--- src/apt_pkg.sv ---
// Shared constants for the auto-reload pwm timer
`default_nettype none
package apt_pkg;

  // ----------------------------------------
  // Widths
  // ----------------------------------------
  localparam int PRE_W = 7;
  localparam int DIV_W = 3;
  localparam int CNT_W = 8;
  localparam int ADDR_W = 8;
  localparam int DATA_W = 32;
  localparam int CH_N = 4;
  localparam int CAP_N = 2;

  // ----------------------------------------
  // Register byte offsets
  // ----------------------------------------
  localparam logic [7:0] OFS_CTRL = 8'h00;
  localparam logic [7:0] OFS_CNT = 8'h04;
  localparam logic [7:0] OFS_RELOAD = 8'h08;
  localparam logic [7:0] OFS_PWMCTL = 8'h0C;
  localparam logic [7:0] OFS_DUTY0 = 8'h10;
  localparam logic [7:0] OFS_CAPCTL = 8'h20;
  localparam logic [7:0] OFS_CAP0 = 8'h24;
  localparam logic [7:0] OFS_STEP = 8'h04;

  // ----------------------------------------
  // Control/status field positions
  // ----------------------------------------
  localparam int CTL_EXTCLK = 7;
  localparam int CTL_DIV_LO = 4;
  localparam int CTL_RUN = 3;
  localparam int CTL_FORCE = 2;
  localparam int CTL_WIRQ = 1;
  localparam int CTL_WFLAG = 0;

  // Pulse control and capture control fields
  localparam int PWM_OE_LO = 4;
  localparam int PWM_POL_LO = 0;
  localparam int CAP_SENS_LO = 4;
  localparam int CAP_IE_LO = 2;
  localparam int CAP_FLAG_LO = 0;

  // ----------------------------------------
  // Values
  // ----------------------------------------
  localparam logic [7:0] REG_RST = 8'h00;
  localparam logic [7:0] CNT_MAX = 8'hFF;
  localparam logic [6:0] PRE_RST = 7'h00;

endpackage
`default_nettype wire

--- src/apt_sync_edge.sv ---
// Two-stage synchroniser with rising and falling edge detect
`timescale 1ns/10ps
`default_nettype none
module apt_sync_edge #(
  parameter int WIDTH = 1
) (
  input wire logic clock,              // System clock
  input wire logic rst,                // Async reset, high
  input wire logic [WIDTH-1:0] din,    // Raw pin levels
  output logic [WIDTH-1:0] level,      // Synchronised level
  output logic [WIDTH-1:0] rise,       // One-cycle rising pulse
  output logic [WIDTH-1:0] fall        // One-cycle falling pulse
);

  logic [WIDTH-1:0] meta_ff;
  logic [WIDTH-1:0] sync_ff;
  logic [WIDTH-1:0] last_ff;

  // Stage one feeds stage two only
  always_ff @(posedge clock or posedge rst) begin
    if (rst) begin
      meta_ff <= '0;
      sync_ff <= '0;
      last_ff <= '0;
    end else begin
      meta_ff <= din;
      sync_ff <= meta_ff;
      last_ff <= sync_ff;
    end
  end

  // Edge pulses from settled stages
  assign level = sync_ff;
  assign rise = sync_ff & ~last_ff;
  assign fall = ~sync_ff & last_ff;

endmodule
`default_nettype wire

--- src/apt_prescaler.sv ---
// Seven-bit prescaler with power-of-two tap select
`timescale 1ns/10ps
`default_nettype none
module apt_prescaler (
  input wire logic clock,                          // System clock
  input wire logic rst,                            // Async reset, high
  input wire logic run,                            // Count enable
  input wire logic srcTick,                        // Input clock event
  input wire logic clear,                          // Restart from zero
  input wire logic [apt_pkg::DIV_W-1:0] divSel,    // Tap select
  output logic countTick                           // Counter advance pulse
);

  logic [apt_pkg::PRE_W-1:0] pre_ff;
  logic tapFull;

  // Tap reached when the low divSel bits are all ones
  always_comb begin
    tapFull = 1'b1;
    for (int i = 0; i < apt_pkg::PRE_W; i++) begin
      if (i < int'(divSel) && !pre_ff[i]) begin
        tapFull = 1'b0;
      end
    end
  end

  // ratio two to the divSel
  assign countTick = run & srcTick & tapFull;

  // frozen while not running
  always_ff @(posedge clock or posedge rst) begin
    if (rst) begin
      pre_ff <= apt_pkg::PRE_RST;
    end else if (clear) begin
      pre_ff <= apt_pkg::PRE_RST;
    end else if (run && srcTick) begin
      pre_ff <= pre_ff + 7'h01;
    end
  end

endmodule
`default_nettype wire

--- src/apt_timer.sv ---
// Auto-reload pwm timer with capture, APB register slave
// Operation
// External clock select picks prescaler source
// Divide by two to divider select
// Run bit clear freezes prescaler, counter
// Force reload bit reads back zero
// Force reload loads reload, clears prescaler
// Wrap irq only when flag and enable
// Flag sets on wrap from FFh
// Control register read clears wrap flag
// Counter register reads live, writes load
// Wrap reloads counter from reload value
// Wrap sets outputs to start level
// Period is 256 minus reload value
// Enable bits connect each output
// Polarity picks level versus compare
// Polarity change acts at once
// Duty register gives second edge
// Capture control top bits read zero
// Sensitivity bit selects capture edge
// Per-channel capture irq enable
// Capture flag cleared by value read
// Capture value latched, read only
// All registers reset to zero
// Compare shadow loads only at wrap
// Compare match restores opposite level
// Capture blocked until value read
// Pins synchronised and edge detected
//
// Our own choices: the address map and register access over APB.
`timescale 1ns/10ps
`default_nettype none
module apt_timer (
  input wire logic clock,                             // 125 MHz clock
  input wire logic rst,                               // Async reset, high
  input wire logic psel,                              // APB select
  input wire logic penable,                           // APB access phase
  input wire logic pwrite,                            // APB write
  input wire logic [apt_pkg::ADDR_W-1:0] paddr,       // APB byte address
  input wire logic [apt_pkg::DATA_W-1:0] pwdata,      // APB write data
  output logic [apt_pkg::DATA_W-1:0] prdata,          // APB read data
  output logic pready,                                // APB ready
  output logic pslverr,                               // APB error
  input wire logic extClockIn,                        // External count clock
  input wire logic [apt_pkg::CAP_N-1:0] captureIn,    // Capture pins
  output logic [apt_pkg::CH_N-1:0] pulseOut,          // Pulse outputs
  output logic [apt_pkg::CH_N-1:0] pulseOe,           // Pulse pin enables
  output logic wrapIrq,                               // Wrap interrupt
  output logic [apt_pkg::CAP_N-1:0] captureIrq        // Capture interrupts
);

  localparam int CH = apt_pkg::CH_N;
  localparam int CP = apt_pkg::CAP_N;

  // ----------------------------------------
  // Address decode
  // ----------------------------------------
  function automatic logic hit(input logic [7:0] addr, input logic [7:0] ofs);
    hit = (addr == ofs);
  endfunction

  function automatic logic [7:0] idxOfs(input logic [7:0] base, input int idx);
    idxOfs = base + 8'(idx * 4);
  endfunction

  // ----------------------------------------
  // State
  // ----------------------------------------
  logic extSel_ff;
  logic [apt_pkg::DIV_W-1:0] divSel_ff;
  logic run_ff;
  logic wrapIe_ff;
  logic wrapFlag_ff;
  logic [7:0] count_ff;
  logic [7:0] reload_ff;
  logic [CH-1:0] oe_ff;
  logic [CH-1:0] pol_ff;
  logic [7:0] duty_ff [CH];
  logic [7:0] shadow_ff [CH];
  logic [CP-1:0] sens_ff;
  logic [CP-1:0] capIe_ff;
  logic [CP-1:0] capFlag_ff;
  logic [7:0] capVal_ff [CP];
  logic [CP-1:0] capSnap_ff;
  logic [31:0] prdata_ff;
  logic pready_ff;
  logic pslverr_ff;
  logic [CH-1:0] pulseOut_ff;
  logic [CH-1:0] pulseOe_ff;
  logic wrapIrq_ff;
  logic [CP-1:0] captureIrq_ff;

  logic setupPh;
  logic accessPh;
  logic wrAcc;
  logic rdAcc;
  logic mapped;
  logic [31:0] rdMux;
  logic wrCtrl;
  logic wrCnt;
  logic forceLoad;
  logic extRise;
  logic srcTick;
  logic countTick;
  logic wrapEvt;
  logic [CP-1:0] capRise;
  logic [CP-1:0] capFall;
  logic [CP-1:0] capEdge;
  logic [CP-1:0] capRead;
  logic [7:0] nxt_count;
  logic [7:0] nxt_shadow [CH];
  logic [CH-1:0] nxt_pol;
  logic [CH-1:0] nxt_oe;
  logic nxt_wrapFlag;
  logic nxt_wrapIe;
  logic [CP-1:0] nxt_capFlag;
  logic [CP-1:0] nxt_capIe;

  // ----------------------------------------
  // APB phases
  // ----------------------------------------
  // Ready is registered, so every transfer takes one access cycle
  assign setupPh = psel & ~penable;
  assign accessPh = psel & penable & pready_ff;
  assign wrAcc = accessPh & pwrite & mapped;
  assign rdAcc = accessPh & ~pwrite;
  assign wrCtrl = wrAcc & hit(paddr, apt_pkg::OFS_CTRL);
  assign wrCnt = wrAcc & hit(paddr, apt_pkg::OFS_CNT);
  // one-shot load request
  assign forceLoad = wrCtrl & pwdata[apt_pkg::CTL_FORCE];

  // Read mux and map check
  always_comb begin
    rdMux = 32'h0000_0000;
    mapped = 1'b1;
    if (hit(paddr, apt_pkg::OFS_CTRL)) begin
      // force bit reads zero
      rdMux[7:0] = {extSel_ff, divSel_ff, run_ff, 1'b0, wrapIe_ff, wrapFlag_ff};
    end else if (hit(paddr, apt_pkg::OFS_CNT)) begin
      // live counter value
      rdMux[7:0] = count_ff;
    end else if (hit(paddr, apt_pkg::OFS_RELOAD)) begin
      rdMux[7:0] = reload_ff;
    end else if (hit(paddr, apt_pkg::OFS_PWMCTL)) begin
      rdMux[7:0] = {oe_ff, pol_ff};
    end else if (hit(paddr, apt_pkg::OFS_CAPCTL)) begin
      // top two bits zero
      rdMux[7:0] = {2'b00, sens_ff, capIe_ff, capFlag_ff};
    end else begin
      mapped = 1'b0;
      for (int i = 0; i < CH; i++) begin
        if (hit(paddr, idxOfs(apt_pkg::OFS_DUTY0, i))) begin
          rdMux[7:0] = duty_ff[i];
          mapped = 1'b1;
        end
      end
      for (int i = 0; i < CP; i++) begin
        if (hit(paddr, idxOfs(apt_pkg::OFS_CAP0, i))) begin
          rdMux[7:0] = capVal_ff[i];
          mapped = 1'b1;
        end
      end
    end
  end

  // Bus answer; data snapshot taken in setup, held through access
  always_ff @(posedge clock or posedge rst) begin
    if (rst) begin
      prdata_ff <= 32'h0000_0000;
      pready_ff <= 1'b0;
      pslverr_ff <= 1'b0;
    end else begin
      pready_ff <= setupPh;
      if (setupPh) begin
        prdata_ff <= pwrite ? 32'h0000_0000 : rdMux;
        pslverr_ff <= ~mapped;
      end else if (accessPh) begin
        pslverr_ff <= 1'b0;
      end
    end
  end

  // ----------------------------------------
  // Clock source and prescaler
  // ----------------------------------------
  // pins settle before use
  apt_sync_edge #(.WIDTH(1)) u_extSync (
    .clock(clock),
    .rst(rst),
    .din(extClockIn),
    .level(),
    .rise(extRise),
    .fall()
  );

  // cpu clock counts every cycle
  assign srcTick = extSel_ff ? extRise : 1'b1;

  // counter writes also restart the prescaler
  apt_prescaler u_pre (
    .clock(clock),
    .rst(rst),
    .run(run_ff),
    .srcTick(srcTick),
    .clear(forceLoad | wrCnt),
    .divSel(divSel_ff),
    .countTick(countTick)
  );

  // ----------------------------------------
  // Counter
  // ----------------------------------------
  // wrap from maximum only
  assign wrapEvt = countTick & (count_ff == apt_pkg::CNT_MAX) & ~wrCnt & ~forceLoad;

  // Next count: software load wins over counting
  always_comb begin
    nxt_count = count_ff;
    if (wrCnt) begin
      // immediate load, counting goes on
      nxt_count = pwdata[7:0];
    end else if (forceLoad) begin
      nxt_count = reload_ff;
    end else if (wrapEvt) begin
      // reload sets the period
      nxt_count = reload_ff;
    end else if (countTick) begin
      nxt_count = count_ff + 8'h01;
    end
  end

  always_ff @(posedge clock or posedge rst) begin
    if (rst) begin
      count_ff <= apt_pkg::REG_RST;
    end else begin
      count_ff <= nxt_count;
    end
  end

  // ----------------------------------------
  // Control registers
  // ----------------------------------------
  // everything clears at reset
  always_ff @(posedge clock or posedge rst) begin
    if (rst) begin
      extSel_ff <= 1'b0;
      divSel_ff <= '0;
      run_ff <= 1'b0;
      wrapIe_ff <= 1'b0;
      reload_ff <= apt_pkg::REG_RST;
      oe_ff <= '0;
      pol_ff <= '0;
      sens_ff <= '0;
      capIe_ff <= '0;
    end else begin
      if (wrCtrl) begin
        extSel_ff <= pwdata[apt_pkg::CTL_EXTCLK];
        divSel_ff <= pwdata[apt_pkg::CTL_DIV_LO +: apt_pkg::DIV_W];
        run_ff <= pwdata[apt_pkg::CTL_RUN];
      end
      wrapIe_ff <= nxt_wrapIe;
      if (wrAcc && hit(paddr, apt_pkg::OFS_RELOAD)) begin
        reload_ff <= pwdata[7:0];
      end
      oe_ff <= nxt_oe;
      pol_ff <= nxt_pol;
      capIe_ff <= nxt_capIe;
      if (wrAcc && hit(paddr, apt_pkg::OFS_CAPCTL)) begin
        sens_ff <= pwdata[apt_pkg::CAP_SENS_LO +: CP];
      end
    end
  end

  // Enables seen by the registered outputs in the same edge
  assign nxt_wrapIe = wrCtrl ? pwdata[apt_pkg::CTL_WIRQ] : wrapIe_ff;
  assign nxt_capIe = (wrAcc && hit(paddr, apt_pkg::OFS_CAPCTL)) ?
                     pwdata[apt_pkg::CAP_IE_LO +: CP] : capIe_ff;

  // new enable and polarity act on this write
  always_comb begin
    nxt_oe = oe_ff;
    nxt_pol = pol_ff;
    if (wrAcc && hit(paddr, apt_pkg::OFS_PWMCTL)) begin
      nxt_oe = pwdata[apt_pkg::PWM_OE_LO +: CH];
      nxt_pol = pwdata[apt_pkg::PWM_POL_LO +: CH];
    end
  end

  // ----------------------------------------
  // Wrap flag
  // ----------------------------------------
  // clear only a flag the read really returned; set wins
  always_comb begin
    nxt_wrapFlag = wrapFlag_ff;
    if (rdAcc && hit(paddr, apt_pkg::OFS_CTRL) && prdata_ff[apt_pkg::CTL_WFLAG]) begin
      nxt_wrapFlag = 1'b0;
    end
    if (wrapEvt) begin
      nxt_wrapFlag = 1'b1;
    end
  end

  always_ff @(posedge clock or posedge rst) begin
    if (rst) begin
      wrapFlag_ff <= 1'b0;
    end else begin
      wrapFlag_ff <= nxt_wrapFlag;
    end
  end

  // ----------------------------------------
  // Pulse channels
  // ----------------------------------------
  genvar g;
  generate
    for (g = 0; g < CH; g++) begin : gChan
      // duty register per channel
      always_ff @(posedge clock or posedge rst) begin
        if (rst) begin
          duty_ff[g] <= apt_pkg::REG_RST;
        end else if (wrAcc && hit(paddr, idxOfs(apt_pkg::OFS_DUTY0, g))) begin
          duty_ff[g] <= pwdata[7:0];
        end
      end

      // shadow follows duty only on wrap
      assign nxt_shadow[g] = wrapEvt ? duty_ff[g] : shadow_ff[g];

      always_ff @(posedge clock or posedge rst) begin
        if (rst) begin
          shadow_ff[g] <= apt_pkg::REG_RST;
        end else begin
          shadow_ff[g] <= nxt_shadow[g];
        end
      end

      // Output level from next values, so the pin moves with the counter
      // start level to compare, opposite above it
      always_ff @(posedge clock or posedge rst) begin
        if (rst) begin
          pulseOut_ff[g] <= 1'b0;
          pulseOe_ff[g] <= 1'b0;
        end else begin
          // disconnected channel drives low, enable off
          pulseOut_ff[g] <= nxt_oe[g] & ((nxt_count <= nxt_shadow[g]) ^ nxt_pol[g]);
          pulseOe_ff[g] <= nxt_oe[g];
        end
      end
    end
  endgenerate

  // ----------------------------------------
  // Capture channels
  // ----------------------------------------
  // capture pins synchronised
  apt_sync_edge #(.WIDTH(CP)) u_capSync (
    .clock(clock),
    .rst(rst),
    .din(captureIn),
    .level(),
    .rise(capRise),
    .fall(capFall)
  );

  generate
    for (g = 0; g < CP; g++) begin : gCap
      // edge choice per channel
      assign capEdge[g] = sens_ff[g] ? capRise[g] : capFall[g];
      // value read clears a flag seen at setup
      assign capRead[g] = rdAcc & hit(paddr, idxOfs(apt_pkg::OFS_CAP0, g)) & capSnap_ff[g];

      // Read clear wins; an edge while the flag is set is dropped
      always_comb begin
        nxt_capFlag[g] = capFlag_ff[g];
        if (capRead[g]) begin
          nxt_capFlag[g] = 1'b0;
        end
        if (capEdge[g] && !capFlag_ff[g]) begin
          nxt_capFlag[g] = 1'b1;
        end
      end

      always_ff @(posedge clock or posedge rst) begin
        if (rst) begin
          capFlag_ff[g] <= 1'b0;
          capVal_ff[g] <= apt_pkg::REG_RST;
          capSnap_ff[g] <= 1'b0;
        end else begin
          capFlag_ff[g] <= nxt_capFlag[g];
          // latch only while no capture pending
          if (capEdge[g] && !capFlag_ff[g]) begin
            capVal_ff[g] <= count_ff;
          end
          if (setupPh) begin
            capSnap_ff[g] <= capFlag_ff[g];
          end
        end
      end
    end
  endgenerate

  // ----------------------------------------
  // Interrupt requests
  // ----------------------------------------
  // masked by their enables
  always_ff @(posedge clock or posedge rst) begin
    if (rst) begin
      wrapIrq_ff <= 1'b0;
      captureIrq_ff <= '0;
    end else begin
      wrapIrq_ff <= nxt_wrapFlag & nxt_wrapIe;
      captureIrq_ff <= nxt_capFlag & nxt_capIe;
    end
  end

  // ----------------------------------------
  // Outputs
  // ----------------------------------------
  assign prdata = prdata_ff;
  assign pready = pready_ff;
  assign pslverr = pslverr_ff;
  assign pulseOut = pulseOut_ff;
  assign pulseOe = pulseOe_ff;
  assign wrapIrq = wrapIrq_ff;
  assign captureIrq = captureIrq_ff;

endmodule
`default_nettype wire

--- config.mk ---
export PLATFORM = sky130hd
export DESIGN_NAME = apt_timer
export DESIGN_NICKNAME = d
export VERILOG_FILES = /design/src/apt_pkg.sv /design/src/apt_sync_edge.sv /design/src/apt_prescaler.sv /design/src/apt_timer.sv
export SDC_FILE = /design/constraint.sdc
export NUM_CORES = 1
export LEC_CHECK = 0
export CORE_ASPECT_RATIO = 0.6
export CORE_MARGIN = 5
export CORE_UTILIZATION = 50
export DETAILED_ROUTE_END_ITERATION = 7
export DONT_BUFFER_PORTS = 1
export PLACE_DENSITY = 0.68
export SYNTH_ARGS = -nofsm -noshare
export SYNTH_HDL_FRONTEND = slang
export SYNTH_SLANG_ARGS = --single-unit
--- constraint.sdc ---
create_clock -name clock -period 4.2 [get_ports clock]
set_clock_uncertainty 0.15 [all_clocks]
set_input_delay 0.21 -clock clock [delete_from_list [all_inputs] [get_ports clock]]
set_output_delay 0.21 -clock clock [all_outputs]
set_load 0.05 [all_outputs]
### Yosys cells after proc, flatten, opt, wreduce, memory -nomap -nowiden

Cells that the tools add are included.

* bits in registers: 180
* bits of input ports: 48
* output and inout bits: 45
* logic and storage cells: 195

* add/sub/neg operators: 2
* $lt $le $gt $ge: 11
* equal/unequal tests: 11
* mux-type cells: 55
* bitwise gates (word level): 40
* reductions and logical operators: 31

Operator list (number)
* two-way mux 8 bit: 20
* == test 8 x 5 -> 1 bit, second input constant: 4
* less-or-equal comparator 8 bit: 4
* two-way mux 1 bit: 30
* bitwise AND 1 bit: 24
* == test 8 x 6 -> 1 bit, second input constant: 3
* logical AND 1 bit: 19
* == test 8 x 4 -> 1 bit, second input constant: 2
* two-way mux 7 bit: 2
* logical NOT 1 bit: 9
* < comparator 3 bit, first input constant: 3
* adder 8 x 1 -> 8 bit, second input constant: 1
* == test 8 x 3 -> 1 bit, second input constant: 1
* == test 8 bit, second input constant: 1
* logical NOT 8 bit: 1
* two-way mux 4 bit: 2
* adder 7 x 1 -> 7 bit, second input constant: 1
* bitwise AND 2 bit: 3
* < comparator 1 x 3 -> 1 bit, first input constant: 2
* < comparator 2 x 3 -> 1 bit, first input constant: 2
* NOT 1 bit: 6
* NOT 2 bit: 2
* nonzero test 2 bit: 2
* bitwise XOR 1 bit: 4
* other kinds (2): 2

### Logic depth before layout (Yosys ltp)

* depth in word-level cells: 23
* mapped depth: 15
* depth with buffers taken out: 13

### By module

From an unflattened synthesis, not the netlist that was laid out.

* cells, all modules: 802
* area, all modules: 8797.2 sq um

Modules (own cells, without submodules)
* apt_timer: instances 1, cells each 743, area an instance 8136.6 sq um, seq. area each 3403.3 sq um
* apt_prescaler: instances 1, cells each 42, area an instance 377.9 sq um, seq. area each 175.2 sq um
* apt_sync_edge at u_capSync: instances 1, cells each 11, area an instance 188.9 sq um, seq. area each 150.1 sq um
* apt_sync_edge at u_extSync: instances 1, cells each 6, area an instance 93.8 sq um, seq. area each 75.1 sq um

### Worst setup path before layout

OpenSTA, ideal clock, no wires.

* path kind: flip-flop to flip-flop
* from: reg pready_ff (netlist: pready)
* to: reg pulseOut_ff[3] (netlist: pulseOut[3])
* setup time: 0.101 ns
* arrival time: 3.485 ns
* path slack: 0.465 ns
* stages on the path, launching flop included: 14
* path buffers: 1
* clock period less this slack: 3.735 ns
* path through: dfrtp_1 > and4_1 > buf_2 > nand3_2 > and4_4 > a31oi_4 > o22ai_1 > a211oi_1 > ha_1 > a21o_1 > a21o_1 > o21ai_0 > xnor2_1 > o32ai_1

* word-level cells in the longest chain between the ends: 13
* elaborated cells on any way between the ends: 20
* classes of those cells: 1 x order compare; 6 x mux; 12 x bitwise; 1 x reduce/logical

RTL lines
* start, declared: line apt_timer.sv:86 `logic pready_ff;`
* start signal, assigned: line apt_timer.sv:173 `pready_ff <= setupPh;`
* bitwise AND 1 bit *: line apt_timer.sv:124 `assign accessPh = psel & penable & pready_ff;`
* bitwise AND 1 bit * (2 in series): line apt_timer.sv:125 `assign wrAcc = accessPh & pwrite & mapped;`
* bitwise AND 1 bit, on equally long branches: line apt_timer.sv:128, apt_timer.sv:127
* NOT 1 bit or bitwise AND 1 bit (tied branches): line apt_timer.sv:214, apt_timer.sv:130
* bitwise AND 1 bit or NOT 1 bit (tied branches): line apt_timer.sv:214 `assign wrapEvt = countTick & (count_ff == apt_pkg::CNT_MAX) & ~wrCnt & ~forceLoad;`
* bitwise AND 1 bit: line apt_timer.sv:214
* two-way mux 8 bit: line apt_timer.sv:224 `end else if (wrapEvt) begin`
* two-way mux 8 bit: line apt_timer.sv:222 `end else if (forceLoad) begin`
* two-way mux 8 bit *: line apt_timer.sv:219 `if (wrCnt) begin`
* named net nxt_count[6]: line apt_timer.sv:110 `logic [7:0] nxt_count;`
* less-or-equal comparator 8 bit *: line apt_timer.sv:345 `pulseOut_ff[g] <= nxt_oe[g] & ((nxt_count <= nxt_shadow[g]) ^ nxt_pol[g]);`
* bitwise XOR 1 bit *: line apt_timer.sv:345
* bitwise AND 1 bit *: line apt_timer.sv:345
* end signal, assigned by index: line apt_timer.sv:345
* end, declared: line apt_timer.sv:88 `logic [CH-1:0] pulseOut_ff;`

The timed path passes the listed nets; every way through them passes the cells marked *.
A chain may end at the register's enable or synchronous reset.

### Worst setup path in the final report

* from: reg count_ff[4]
* to: reg pulseOut_ff[0] (netlist: pulseOut[0])

* word-level cells in the longest chain between the ends: 10
* elaborated cells on any way between the ends: 13
* classes of those cells: 1 x add/sub; 1 x order compare; 1 x eq/ne; 5 x mux; 5 x bitwise

RTL lines
* start, declared: line apt_timer.sv:74 `logic [7:0] count_ff;`
* start signal, assigned: line apt_timer.sv:234 `count_ff <= apt_pkg::REG_RST;`
* start signal, assigned: line apt_timer.sv:236 `count_ff <= nxt_count;`
* branches (longest 7 deep; another with adder 8 x 1 -> 8 bit)
* less-or-equal comparator 8 bit *: line apt_timer.sv:345
* bitwise XOR 1 bit *: line apt_timer.sv:345
* bitwise AND 1 bit *: line apt_timer.sv:345

Every way passes the cells marked *.

==> metrics.md <==
| Metric | Value |
|---|---|
| Top cells by count, synth | `dfrtp_1, mux2_2, nand2_1` |
| Via Count | `6,368` |
| I/O Buffers | `0` |
| Max_slew headroom | `29.8%` |
| Horiz. Die Dim | `176 um` |
| Slew Viols, Final | `0` |
| Effective utilization at floorplan | `51.0%` |
| Routed Antenna Nets | `0` |
| Tcrit/Tclk final | `97.7%` |
| Leak Pwr | `4.32 nW` |
| Post-synth EDFFs | `0` |
| CTS max path bufs | `2` |
| Met2 usage | `36.8%` |
| Final instance area | `9350 sq um` |
| Ranking of synthesized cells by area | `dfrtp_1, mux2_2, ha_1` |
| Max rail drop VDD | `0.000285 V` |
| Reg2reg end | `pulseOut[0]` |
| Via-to-Cell Ratio | `6.04` |
| Mapped Cells | `782` |
| CTS sink cnt | `152` |
| Setup violations, final | `0` |
| DP Wirelength | `17,900 um` |
| Synth async-reset ratio | `100%` |
| Critical Setup Path Class | `flip-flop to flip-flop` |
| Crit path max fanout | `31` |
| GRT Util Overall | `26.2%` |
| Core area | `16,300 sq um` |
| Met1 Track Usage GR | `37.9%` |
| Share of cells above drive strength 1 | `19.0%` |
| Antenna violations before repair | `1` |
| # H-tree levels | `4` |
| R2R Path Start | `count_ff[4]` |
| Worst-margin pin slew | `1.05 ns` |
| Peak Freq | `0.244 GHz` |
| Setup TNS | `0 ns` |
| Ys flop type | `dfrtp_1` |
| Distinct cells, synth | `70` |
| Pre-antenna DRT Iters | `5` |
| Final Wtd Congestion | `0.986` |
| Post-synth top area cell | `dfrtp_1` |
| Global-route wire length before repair | `37,700 um` |
| RSZ-0062 raised after global routing | `false` |
| Hold Path Sink | `pslverr` |
| Largest net degree at the start of global routing | `61` |
| Drt drc | `0` |
| Internal power | `2.53 mW` |
| Gr ovfl total | `0` |
| Clk pwr share | `44.9%` |
| Final nets | `895` |
| Die Area | `19,400 sq um` |
| Most Used Layer, Global Route | `met1` |
| Die height | `110 um` |
| Sequential area share after synthesis | `45.8%` |
| Post-synthesis register bit count | `152` |
| Number of max-cap violations | `0` |
| Met3 Track Usage GR | `11.3%` |
| TritonCTS buffer count | `17` |
| Net Sw Frac | `27.3%` |
| WL per Instance | `23.4 um` |
| Critical path arrival | `4.28 ns` |
| Vias in the first global route | `6,221` |
| Hold Vio Cnt, Final | `0` |
| Syn_area_per_cell | `10.6 sq um` |
| R2R cell count | `15` |
| Combinational share of power | `9.9%` |
| Hold path startpoint | `paddr[0]` |
| I/O pin total | `93` |
| Syn. warnings | `0` |
| CP Launch Type | `flip-flop` |
| CTS tree | `done` |
| Sequential share of power | `45.2%` |
| PwrDens | `372 nW/um^2` |
| Cell area after synthesis | `8300 sq um` |
| Fill cell count | `1,389` |
| Placed instance area | `8560 sq um` |
| Hold path depth | `3` |
| Clk root buf | `clkbuf_16` |
| Clk pin slew, worst setup/hold paths | `0.07 ns` |
| Final hold slack | `0.0236 ns` |
| Final Critical Period | `4.10 ns` |
| Worst hold path type | `input port to flip-flop` |
| Critical Path RT | `4.37 ns` |
| Switching pwr | `0.951 mW` |
| Crit. End Element | `flip-flop` |
| Status | `completed` |
| Area Growth Syn to Fin | `12.7%` |
| Clk_lat worst skew | `0.43 ns` |
| Post-synth top area share | `45.8%` |
| FF-to-FF setup slack | `0.1 ns` |
| Drt total wl | `24,700 um` |
| # rows | `36` |
| Top-count cell post-synth | `dfrtp_1` |
| Starting DRT DRC Count | `687` |
power by group through the flow:
stage	clock, mW	combinational, mW	sequential, mW
6_report	1.56	0.345	1.58
5_1_grt	1.65	0.376	1.58
4_1_cts	1.59	0.339	1.57
3_5_place_dp	0	0.311	1.60
3_3_place_gp	0	0.301	1.60
2_1_floorplan	0	0.264	1.59
metal layers:
layer  wire (um)  vias up
met5           0        -
met3        3030       27
li1            -     2885
met1       11300     3174
met2       10100      282
met4         214        0
cell type report:
cell class	instances	area [sq um]	area share [%]
diodes	1	2.50	0.0268
clock buffers	17	425	4.55
clock inverters	15	168	1.79
inverters	12	48.8	0.522
multi-input cells	585	4230	45.2
flip-flops and latches	152	3800	40.7
well taps	228	285	3.05
repair buffers	45	393	4.20
cell families after synthesis:
kind of cell,Yosys count,share of synthesized area (%)
other,1,0.0452
multiplexers,79,11.2
XOR/XNOR,17,1.79
adder cells (fa/ha/maj),34,5.13
buffers and inverters,68,4.39
AND/OR/NAND/NOR,212,14.6
flip-flops,152,45.8
AO/OA/AOI/OAI,219,17.0
through the flow:
stage	setup slack, ns	power (mW)	util, %	instances
6_report	0.0965	3.48	57.5	1055
4_1_cts	0.0300	3.50	57.3	1052
3_5_place_dp	0.0955	1.91	52.6	1003
3_3_place_gp	0.185	1.90	52.6	1003
2_1_floorplan	0.465	1.85	-	805
5_1_grt	0.00556	3.60	57.5	1054
timing repair:
item | CTS | global route
setup endpoints to repair | 0 | 3
setup buffers | 0 | 2
gates resized for setup | 0 | 4
endpoints found under the hold margin | 116 | 0
hold buffers | 17 | 0
flip-flops by register name, summed over array words and instances (netlist names), 3 cells and up:
| signal | flops |
|---|---|
| shadow_ff | 32 |
| pol_ff | 4 |
| count_ff | 8 |
| divSel_ff | 3 |
| oe_ff | 4 |
| pulseOut | 4 |
| prdata | 8 |
| duty_ff | 32 |
| reload_ff | 8 |
| u_pre.pre_ff | 7 |
| capVal_ff | 16 |
placed cells by master, fill, tap and decap left out, types with 4 or more instances in the layout:
master	synthesis	layout
a211oi_1	4	4
a21o_1	46	46
a21oi_1	60	60
a2bb2oi_1	5	5
and2_1	4	4
and3_1	10	10
buf_4	24	27
clkbuf_16	0	17
clkinvlp_4	0	4
conb_1	1	24
dfrtp_1	152	152
dlygate4sd3_1	0	17
ha_1	34	34
inv_1	12	11
inv_6	0	4
mux2_2	68	68
mux2i_1	7	7
mux4_2	4	4
nand2_1	62	62
nand2b_1	8	8
nand3_1	10	10
nand4_1	9	9
nor2_1	29	28
nor2b_1	35	35
nor3_1	10	10
o21ai_0	51	49
o22ai_1	11	11
or3_1	7	7
xnor2_1	11	11
xor2_1	6	6
how the worst max path moves through the flow:
stage | cells after the start | end | from
2_1_floorplan | 13 | pulseOut[3] | pready
6_report | 15 | pulseOut[0] | count_ff[4]
4_1_cts | 15 | pulseOut[0] | count_ff[4]
3_3_place_gp | 16 | pulseOut[0] | count_ff[4]
3_5_place_dp | 15 | pulseOut[0] | count_ff[4]
5_1_grt | 16 | pulseOut[0] | count_ff[4]
critical path: stages (launching register included):
cell and delay, ns:
dfrtp_1 0.53, nand3_1 0.25, nor2_2 0.24, and4_4 0.28
nor4b_4 0.28, buf_12 0.22, nor2b_1 0.09, a21oi_1 0.28
ha_1 0.32, a21o_1 0.19, a21oi_1 0.21, a21boi_0 0.11
o21ai_0 0.31, buf_4 0.19, xnor2_1 0.08, o32ai_2 0.25
Note: power is estimated with default switching activity, not from simulation.
